File: src/common/loop_ctrl_map.svh
// Register offsets, field positions, reset values and timing counts of the loopback controller.
`ifndef LOOP_CTRL_MAP_SVH
`define LOOP_CTRL_MAP_SVH
`define LOOP_CTRL_INDEX 8'h05
`define LOOP_CTRL_ADDR 8'h14
`define LOOP_STATUS_ADDR 8'h18
`define LOOP_MASK_ADDR 8'h1C
`define LOOP_PATTERN_ADDR 8'h20
`define LOOP_CTRL_RESET 8'h00
`define LOOP_MASK_RESET 8'h00
`define LOOP_PATTERN_RESET 32'h00000000
`define FLD_LOCAL_LOOP 7
`define FLD_REMOTE_LOOP 6
`define FLD_AUTO_ENABLE 5
`define FLD_ANALOG_LOOP 4
`define FLD_JITTER_BYPASS 3
`define FLD_ERR_SEL_HI 2
`define FLD_ERR_SEL_LO 0
`define STS_LOOP_UP 0
`define STS_LOOP_DOWN 1
`define STS_REMOTE_ACTIVE 2
`define QUAL_TIME_S 5
`define CLOCK_HZ 125000000
`define QUAL_CYCLES (`QUAL_TIME_S * `CLOCK_HZ)
`endif

File: src/common/loop_ctrl_pkg.sv
// Types shared by the loopback controller modules.
package loop_ctrl_pkg;
	typedef enum logic [1:0] {AUTO_IDLE, AUTO_LOOPED} auto_state_type;
	typedef logic [7:0] ctrl_byte_type;
endpackage : loop_ctrl_pkg

File: src/hdl/qual_timer.sv
// Qualification timer that reports a detect level held for a full interval.
`timescale 1ns/1ps
module qual_timer #(
	parameter int unsigned CYCLES = 625000000
) (
	input wire logic aclk,
	input wire logic aresetn,
	input wire logic clear,
	input wire logic detect,
	output logic qualified
);
	logic [31:0] count_q;

	// Any drop of the detect level restarts the interval from zero.
	always_ff @(posedge aclk) begin
		if (!aresetn || clear || !detect) begin
			count_q <= 32'h00000000;
		end else if (count_q < CYCLES) begin
			count_q <= count_q + 32'h00000001;
		end
	end

	assign qualified = detect && (count_q >= CYCLES - 1);
endmodule : qual_timer

File: src/hdl/loop_pattern_match.sv
// Loop code matcher that compares the newest received bits with a programmed pattern.
`timescale 1ns/1ps
module loop_pattern_match #(
	parameter int unsigned LEN = 16
) (
	input wire logic aclk,
	input wire logic aresetn,
	input wire logic bit_valid,
	input wire logic bit_in,
	input wire logic [LEN-1:0] pattern,
	output logic seen
);
	logic [LEN-1:0] shift_q;
	logic [LEN-1:0] fill_q;

	// Matching waits until a full pattern length has been shifted in, so reset zeros never match.
	always_ff @(posedge aclk) begin
		if (!aresetn) begin
			shift_q <= '0;
			fill_q <= '0;
		end else if (bit_valid) begin
			shift_q <= {shift_q[LEN-2:0], bit_in};
			fill_q <= {fill_q[LEN-2:0], 1'b1};
		end
	end

	// The seen level stands while the programmed pattern is being received.
	assign seen = (&fill_q) && (shift_q == pattern);
endmodule : loop_pattern_match

File: src/hdl/loop_ctrl.sv
// Loopback path selection and automatic remote loop control behind an AXI4-Lite slave.
`timescale 1ns/1ps
`include "loop_ctrl_map.svh"

module loop_ctrl #(
	parameter int unsigned QUAL_CYCLES = `QUAL_CYCLES,
	parameter int unsigned CODE_LEN = 16
) (
	input wire logic aclk,
	input wire logic aresetn,
	input wire logic [7:0] s_axi_awaddr,
	input wire logic s_axi_awvalid,
	output logic s_axi_awready,
	input wire logic [31:0] s_axi_wdata,
	input wire logic [3:0] s_axi_wstrb,
	input wire logic s_axi_wvalid,
	output logic s_axi_wready,
	output logic [1:0] s_axi_bresp,
	output logic s_axi_bvalid,
	input wire logic s_axi_bready,
	input wire logic [7:0] s_axi_araddr,
	input wire logic s_axi_arvalid,
	output logic s_axi_arready,
	output logic [31:0] s_axi_rdata,
	output logic [1:0] s_axi_rresp,
	output logic s_axi_rvalid,
	input wire logic s_axi_rready,
	input wire logic sys_tx_positive,
	input wire logic sys_tx_negative,
	input wire logic rec_rx_positive,
	input wire logic rec_rx_negative,
	input wire logic rec_rx_clock,
	input wire logic jit_rx_positive,
	input wire logic jit_rx_negative,
	input wire logic jit_rx_clock,
	input wire logic line_rx_a,
	input wire logic line_rx_b,
	input wire logic rx_bit_valid,
	input wire logic rx_bit,
	output logic line_tx_a,
	output logic line_tx_b,
	output logic front_rx_a,
	output logic front_rx_b,
	output logic jit_in_positive,
	output logic jit_in_negative,
	output logic tx_path_positive,
	output logic tx_path_negative,
	output logic rx_out_positive,
	output logic rx_out_negative,
	output logic rx_out_clock,
	output logic backplane_from_jitter,
	output logic [2:0] error_count_select,
	output logic loop_up_seen,
	output logic loop_down_seen,
	output logic remote_loop_active,
	output logic irq
);
	loop_ctrl_pkg::ctrl_byte_type ctrl_q;
	loop_ctrl_pkg::ctrl_byte_type mask_q;
	loop_ctrl_pkg::auto_state_type auto_q;
	logic [31:0] pattern_q;
	logic [2:0] status_q;
	logic [2:0] event_set;
	logic aw_held_q;
	logic w_held_q;
	logic [7:0] aw_addr_q;
	logic [31:0] w_data_q;
	logic [3:0] w_strb_q;
	logic do_write;
	logic do_read;
	logic status_read;
	logic auto_enable_fall;
	logic up_seen_q;
	logic down_seen_q;
	logic up_qualified;
	logic down_qualified;
	logic remote_loop;
	logic tx_pos_q;
	logic tx_neg_q;
	logic enable_q;

	// Write address and data are caught independently, so the master may offer them in any order.
	assign s_axi_awready = !aw_held_q && !s_axi_bvalid;
	assign s_axi_wready = !w_held_q && !s_axi_bvalid;
	assign do_write = aw_held_q && w_held_q && !s_axi_bvalid;

	always_ff @(posedge aclk) begin
		if (!aresetn) begin
			aw_held_q <= 1'b0;
			w_held_q <= 1'b0;
			aw_addr_q <= 8'h00;
			w_data_q <= 32'h00000000;
			w_strb_q <= 4'h0;
		end else begin
			if (s_axi_awvalid && s_axi_awready) begin
				aw_held_q <= 1'b1;
				aw_addr_q <= s_axi_awaddr;
			end else if (do_write) begin
				aw_held_q <= 1'b0;
			end
			if (s_axi_wvalid && s_axi_wready) begin
				w_held_q <= 1'b1;
				w_data_q <= s_axi_wdata;
				w_strb_q <= s_axi_wstrb;
			end else if (do_write) begin
				w_held_q <= 1'b0;
			end
		end
	end

	// The write response follows the register update; unmapped addresses answer with a slave error.
	always_ff @(posedge aclk) begin
		if (!aresetn) begin
			s_axi_bvalid <= 1'b0;
			s_axi_bresp <= 2'h0;
		end else if (do_write) begin
			s_axi_bvalid <= 1'b1;
			s_axi_bresp <= (aw_addr_q == `LOOP_CTRL_ADDR || aw_addr_q == `LOOP_MASK_ADDR ||
				aw_addr_q == `LOOP_PATTERN_ADDR || aw_addr_q == `LOOP_STATUS_ADDR) ? 2'h0 : 2'h2;
		end else if (s_axi_bready) begin
			s_axi_bvalid <= 1'b0;
		end
	end

	// Control, mask and pattern registers; only byte lanes with a strobe are written.
	always_ff @(posedge aclk) begin
		if (!aresetn) begin
			ctrl_q <= `LOOP_CTRL_RESET;
			mask_q <= `LOOP_MASK_RESET;
			pattern_q <= `LOOP_PATTERN_RESET;
		end else if (do_write) begin
			if (aw_addr_q == `LOOP_CTRL_ADDR && w_strb_q[0]) begin
				ctrl_q <= w_data_q[7:0];
			end
			if (aw_addr_q == `LOOP_MASK_ADDR && w_strb_q[0]) begin
				mask_q <= w_data_q[7:0];
			end
			if (aw_addr_q == `LOOP_PATTERN_ADDR) begin
				for (int i = 0; i < 4; i++) begin
					if (w_strb_q[i]) begin
						pattern_q[i*8 +: 8] <= w_data_q[i*8 +: 8];
					end
				end
			end
		end
	end

	// Read channel: one read at a time, data registered, status cleared by its own read.
	assign s_axi_arready = !s_axi_rvalid;
	assign do_read = s_axi_arvalid && s_axi_arready;
	assign status_read = do_read && s_axi_araddr == `LOOP_STATUS_ADDR;

	always_ff @(posedge aclk) begin
		if (!aresetn) begin
			s_axi_rvalid <= 1'b0;
			s_axi_rdata <= 32'h00000000;
			s_axi_rresp <= 2'h0;
		end else if (do_read) begin
			s_axi_rvalid <= 1'b1;
			s_axi_rresp <= 2'h0;
			unique case (s_axi_araddr)
				`LOOP_CTRL_ADDR: s_axi_rdata <= {24'h000000, ctrl_q};
				`LOOP_MASK_ADDR: s_axi_rdata <= {24'h000000, mask_q};
				`LOOP_PATTERN_ADDR: s_axi_rdata <= pattern_q;
				`LOOP_STATUS_ADDR: s_axi_rdata <= {29'h00000000, status_q};
				default: begin
					s_axi_rdata <= 32'h00000000;
					s_axi_rresp <= 2'h2;
				end
			endcase
		end else if (s_axi_rready) begin
			s_axi_rvalid <= 1'b0;
		end
	end

	// Pattern matchers for the loop-up code (low half) and loop-down code (high half).
	loop_pattern_match #(.LEN(CODE_LEN)) up_match (
		.aclk(aclk),
		.aresetn(aresetn),
		.bit_valid(rx_bit_valid),
		.bit_in(rx_bit),
		.pattern(pattern_q[15:0]),
		.seen(loop_up_seen)
	);

	loop_pattern_match #(.LEN(CODE_LEN)) down_match (
		.aclk(aclk),
		.aresetn(aresetn),
		.bit_valid(rx_bit_valid),
		.bit_in(rx_bit),
		.pattern(pattern_q[31:16]),
		.seen(loop_down_seen)
	);

	// Falling edge of the auto enable bit, taken from the register itself.
	always_ff @(posedge aclk) begin
		if (!aresetn) begin
			enable_q <= 1'b0;
		end else begin
			enable_q <= ctrl_q[`FLD_AUTO_ENABLE];
		end
	end
	assign auto_enable_fall = enable_q && !ctrl_q[`FLD_AUTO_ENABLE];

	// Each timer only runs in the state where its code matters.
	qual_timer #(.CYCLES(QUAL_CYCLES)) up_timer (
		.aclk(aclk),
		.aresetn(aresetn),
		.clear(auto_enable_fall || auto_q != loop_ctrl_pkg::AUTO_IDLE),
		.detect(loop_up_seen && ctrl_q[`FLD_AUTO_ENABLE]),
		.qualified(up_qualified)
	);

	qual_timer #(.CYCLES(QUAL_CYCLES)) down_timer (
		.aclk(aclk),
		.aresetn(aresetn),
		.clear(auto_enable_fall || auto_q != loop_ctrl_pkg::AUTO_LOOPED),
		.detect(loop_down_seen),
		.qualified(down_qualified)
	);

	// Automatic remote loop state; the looped state is the remote-loop-active status level.
	always_ff @(posedge aclk) begin
		if (!aresetn || auto_enable_fall) begin
			auto_q <= loop_ctrl_pkg::AUTO_IDLE;
		end else begin
			unique case (auto_q)
				loop_ctrl_pkg::AUTO_IDLE: begin
					if (ctrl_q[`FLD_AUTO_ENABLE] && up_qualified) begin
						auto_q <= loop_ctrl_pkg::AUTO_LOOPED;
					end
				end
				loop_ctrl_pkg::AUTO_LOOPED: begin
					if (down_qualified) begin
						auto_q <= loop_ctrl_pkg::AUTO_IDLE;
					end
				end
			endcase
		end
	end
	assign remote_loop_active = auto_q == loop_ctrl_pkg::AUTO_LOOPED;
	assign remote_loop = ctrl_q[`FLD_REMOTE_LOOP] || remote_loop_active;

	// Sticky events: rising loop-up, rising loop-down, entry into remote loop (exit sets nothing).
	always_ff @(posedge aclk) begin
		if (!aresetn) begin
			up_seen_q <= 1'b0;
			down_seen_q <= 1'b0;
		end else begin
			up_seen_q <= loop_up_seen;
			down_seen_q <= loop_down_seen;
		end
	end
	assign event_set[`STS_LOOP_UP] = loop_up_seen && !up_seen_q;
	assign event_set[`STS_LOOP_DOWN] = loop_down_seen && !down_seen_q;
	assign event_set[`STS_REMOTE_ACTIVE] = (auto_q == loop_ctrl_pkg::AUTO_IDLE) && up_qualified &&
		ctrl_q[`FLD_AUTO_ENABLE] && !auto_enable_fall;

	// A set in the same cycle as the clearing read wins, so no event is lost.
	always_ff @(posedge aclk) begin
		if (!aresetn) begin
			status_q <= 3'h0;
		end else begin
			status_q <= (status_read ? 3'h0 : status_q) | event_set;
		end
	end
	assign irq = |(status_q & mask_q[2:0]);

	// Data path steering, registered so all data outputs come from flip-flops.
	always_ff @(posedge aclk) begin
		if (!aresetn) begin
			tx_pos_q <= 1'b0;
			tx_neg_q <= 1'b0;
			jit_in_positive <= 1'b0;
			jit_in_negative <= 1'b0;
			rx_out_positive <= 1'b0;
			rx_out_negative <= 1'b0;
			rx_out_clock <= 1'b0;
			front_rx_a <= 1'b0;
			front_rx_b <= 1'b0;
		end else begin
			// Remote loop takes recovered data and ignores the system transmit inputs.
			tx_pos_q <= remote_loop ? rec_rx_positive : sys_tx_positive;
			tx_neg_q <= remote_loop ? rec_rx_negative : sys_tx_negative;
			// The attenuator input follows the path that is looped, in the receive direction otherwise.
			jit_in_positive <= ctrl_q[`FLD_LOCAL_LOOP] ? sys_tx_positive : rec_rx_positive;
			jit_in_negative <= ctrl_q[`FLD_LOCAL_LOOP] ? sys_tx_negative : rec_rx_negative;
			// Bypass hands the recovered signals straight out; local loop still goes via the attenuator.
			if (ctrl_q[`FLD_JITTER_BYPASS] && !ctrl_q[`FLD_LOCAL_LOOP]) begin
				rx_out_positive <= rec_rx_positive;
				rx_out_negative <= rec_rx_negative;
				rx_out_clock <= rec_rx_clock;
			end else begin
				rx_out_positive <= jit_rx_positive;
				rx_out_negative <= jit_rx_negative;
				rx_out_clock <= jit_rx_clock;
			end
			// Analog loop feeds the receiver from its own transmit drive and drops the line.
			front_rx_a <= ctrl_q[`FLD_ANALOG_LOOP] ? tx_pos_q : line_rx_a;
			front_rx_b <= ctrl_q[`FLD_ANALOG_LOOP] ? tx_neg_q : line_rx_b;
		end
	end

	// Line transmit always follows the transmit path register, which carries recovered data in remote loop.
	assign line_tx_a = tx_pos_q;
	assign line_tx_b = tx_neg_q;
	assign tx_path_positive = tx_pos_q;
	assign tx_path_negative = tx_neg_q;
	assign backplane_from_jitter = 1'b1;
	assign error_count_select = ctrl_q[`FLD_ERR_SEL_HI:`FLD_ERR_SEL_LO];
endmodule : loop_ctrl

File: config.mk
export PLATFORM = sky130hd
export DESIGN_NAME = loop_ctrl
export DESIGN_NICKNAME = d
export VERILOG_FILES = /design/src/common/loop_ctrl_pkg.sv /design/src/hdl/qual_timer.sv /design/src/hdl/loop_pattern_match.sv /design/src/hdl/loop_ctrl.sv
export VERILOG_INCLUDE_DIRS = /design/src /design/src/common
export SDC_FILE = /design/constraint.sdc
export NUM_CORES = 1
export LEC_CHECK = 0
export ABC_AREA = 1
export BUFFER_PORTS_ARGS = -buffer_cell sky130_fd_sc_hd__buf_2
export CAP_MARGIN = 5
export CELL_PAD_IN_SITES_DETAIL_PLACEMENT = 1
export CELL_PAD_IN_SITES_GLOBAL_PLACEMENT = 2
export CORE_AREA = 2 2 211 213
export DETAILED_ROUTE_END_ITERATION = 10
export DIE_AREA = 0 0 213 215
export HOLD_SLACK_MARGIN = 0.15
export PLACE_DENSITY = 0.82
export SYNTH_ARGS = -nofsm -noshare
export SYNTH_HDL_FRONTEND = slang
export SYNTH_HIERARCHICAL = 1
export SYNTH_SLANG_ARGS = --single-unit
File: constraint.sdc
create_clock -name aclk -period 1.7 [get_ports aclk]
set_input_delay 0.255 -clock aclk [delete_from_list [all_inputs] [get_ports aclk]]
set_output_delay 0.255 -clock aclk [all_outputs]
set_load 0.1 [all_outputs]
==> impl_metrics.json <==
{
  "status": "finished, violations left",
  "violations": "negative setup slack",
  "initial_core_util_pct": 29.7,
  "r2r_setup_slack_ns": -0.10,
  "cts.sinks": 274,
  "netlist_area_um2": 13000,
  "met2_length_um": 20900,
  "min_to": "down_match/shift_q[1]$_SDFFE_PN0P_",
  "timing.final.crit_share_pct": 119,
  "insertion_delay_ns": 0.54,
  "drv_slew": 0,
  "worst_pin_slew_ns": 0.847,
  "cap_viol_max_count": 0,
  "yosysTopAreaCellShare_pct": 42.3,
  "rows": 77,
  "design_area_um2": 17800,
  "synth_area_leaders": "dfxtp_1, nand2_1, nor2_1, o21ai_0, a21oi_1",
  "post_drt_wl_per_cell_um": 14.8,
  "synthArstFlopShare_pct": 0,
  "yosysWarnings": 6,
  "clkTransAtPathRegs_ns": 0.05,
  "finalHoldViolations": 0,
  "drtPass1Iterations": 5,
  "yosys_most_used_dff": "dfxtp_1",
  "highest_layer": "met4",
  "hpwl_um": 29600,
  "numCtsBuffers": 35,
  "rsz0062_at_grt": "yes",
  "critPathKind": "flop to primary output",
  "core-area_um2": 43600,
  "worst_setup_path_start_kind": "flop",
  "r2r_start": "up_match/shift_q[14]$_SDFFE_PN0P_",
  "syn-instance-count": 1901,
  "drive_above_1_share_pct": 26.2,
  "syn_avg_cell_area_um2": 6.81,
  "ant_nets": 0,
  "port_buffers": 127,
  "wl_met3_um": 1310,
  "cp_max_fo": 3,
  "grt_pass1_vias": 14100,
  "antennaDiodeCount": 0,
  "vias_per_cell": 4.66,
  "antenna_found_initial": 0,
  "synth_top_area_cell": "dfxtp_1",
  "cts_root_buf": "clkbuf_16",
  "cp_data_arrival_time_ns": 1.76,
  "syn_to_final_growth_pct": 37.2,
  "ys_types": 37,
  "wl_met1_um": 19100,
  "synth_edf_count": 0,
  "wirelength_um": 42300,
  "cts_tree": "built",
  "min_from": "rx_bit_valid",
  "p_leak_nw": 7.19,
  "ys_seq_area_share_pct": 42.3,
  "synth-seq-cells": 274,
  "cp-end-kind": "primary output",
  "grt_pass1_wl_um": 70500,
  "max_slew_margin_pct": 43.4,
  "postPlaceCellArea_um2": 15400,
  "max_freq_ghz": 0.495,
  "final_cell_mix": "nand2_1, nor2_1, dfxtp_1, buf_4, buf_2",
  "fin_skew_ns": 0.0174,
  "peakVddDrop_uv": 731,
  "layout.nets": 2317,
  "pre_cts_ws_ns": -0.268,
  "first_iter_violations": 434,
  "r2r_end": "up_timer/count_q[3]$_SDFFE_PP0N_",
  "crit_required_ns": 1.44,
  "final_common_cell": "nand2_1",
  "track_usage_pct": 18.9,
  "hold_depth": 3,
  "boundaryPins": 131,
  "die_h_um": 215,
  "clockBufferDepth": 3,
  "dieArea_um2": 45800,
  "reg2reg_depth": 15,
  "grt_max_degree": 44,
  "fin_util_pct": 40.7,
  "die_w_um": 213,
  "period_minus_slack_ns": 2.02,
  "hold_class": "input pin to flop",
  "fin_ws_ns": -0.319,
  "post-route-drc-count": 0,
  "p_per_area_nw_per_um2": 886,
  "power_w": 0.0157,
  "finalSetupViolations": 46,
  "htree_levels": 2,
  "overflow": 0,
  "vias": 13300,
  "place_congestion": 0.844
}
worst max-delay path: stages, from the launching register on:
cell and delay, ns:
dfxtp_1 0.32, inv_1 0.07, nand2_1 0.05, nand2_1 0.06, nand2_1 0.08, nor2_2 0.13, nand3_2 0.12, nor2_4 0.11
buf_6 0.12, buf_12 0.17
metrics by stage:
step | setup TNS, ns | hold WS, ns | instances
final | -3.24 | 0.238 | 2858
after global placement | -0.551 | 0.407 | 2711
after CTS | -2.51 | 0.153 | 2855
after global routing | -11.90 | 0.254 | 2858
after detailed placement | -3.56 | 0.418 | 2711
after floorplan | -20.42 | 0.390 | 1902
metal layers:
layer,global-route usage [%],vias up
met3,2.72,61
li1,-,6766
met1,23.4,6333
met4,5.64,0
met2,33.7,160
met5,0,-
how the worst max path moves through the flow:
stage | start | endpoint | slack [ns] | cells after the start
finish | up_match/shift_q[14]$_SDFFE_PN0P_ | loop_up_seen | -0.32 | 9
detailed placement | up_timer/count_q[25]$_SDFFE_PP0N_ | auto_q[0]$_SDFFE_PP0P_ | -0.27 | 9
CTS | pattern_q[31]$_SDFFE_PN0P_ | loop_down_seen | -0.34 | 9
global route | up_match/fill_q[15]$_SDFFE_PN0P_ | loop_up_seen | -0.41 | 8
floorplan | up_match/shift_q[10]$_SDFFE_PN0P_ | up_timer/count_q[11]$_SDFFE_PP0N_ | -0.35 | 14
global placement | up_timer/count_q[25]$_SDFFE_PP0N_ | auto_q[0]$_SDFFE_PP0P_ | -0.20 | 9
state kept, by name (all words and copies together), names as in the netlist, 3 cells and up:
| name | flops |
|---|---|
| up_match/fill_q | 16 |
| aw_addr_q | 8 |
| down_match/fill_q | 16 |
| w_data_q | 32 |
| down_timer/count_q | 32 |
| up_timer/count_q | 32 |
| down_match/shift_q | 16 |
| pattern_q | 32 |
| status_q | 3 |
| w_strb_q | 4 |
| ctrl_q | 8 |
| mask_q | 8 |
| up_match/shift_q | 16 |
| s_axi_rdata | 32 |
layout make-up:
type / count / area (um2)
sequential: 274 / 5560
clock buffer: 52 / 1000
multi-input combinational: 1410 / 6840
inverter: 132 / 512
tap: 592 / 741
timing repair buffer: 391 / 3040
fill: 5472 / 25900
clock inverter: 7 / 75.1
repair_timing:
item                                   CTS  global route
pin swaps                               30            21
endpoints found under the hold margin   78             1
gates resized for setup                101            39
hold buffers                            67             1
cloned                                   2             0
setup endpoints to repair               63           115
setup buffers                           16             5
synth_stat cells, types with 6 or more instances:
cell type / n
nand2_2: 14
clkbuf_1: 23
nand3b_1: 14
nand3_1: 95
nand2_1: 487
nor2_4: 6
xor2_1: 8
nor2_2: 11
buf_2: 18
buf_4: 14
inv_2: 8
inv_1: 119
o21ai_0: 159
nor2_1: 366
buf_1: 9
dfxtp_1: 274
a21oi_1: 141
xnor2_1: 30
o21ai_1: 6
buf_6: 18
nand4_1: 36
a21oi_2: 12
kinds of logic (layout without fill, tap and decap cells):
kind of cell / count (synthesis) / count (layout) / share of synthesized area [%]
and+or+nand+nor: 1043 / 1043 / 33.5
buffers and inverters: 218 / 582 / 8.17
adders and majority gates: 2 / 2 / 0.193
AOI/OAI and AO/OA: 324 / 324 / 13.1
other: 2 / 3 / 0.0580
xor gates and xnor gates: 38 / 38 / 2.57
DFF: 274 / 274 / 42.3
where the power goes:
group | switching [W] | total, W | leakage, nW | internal, W
registers | 0.000185 | 0.00688 | 2.26 | 0.00669
clock network | 0.00287 | 0.00710 | 0.527 | 0.00423
logic | 0.00120 | 0.00177 | 4.40 | 0.000562
Power figures use the tool's default switching activity.
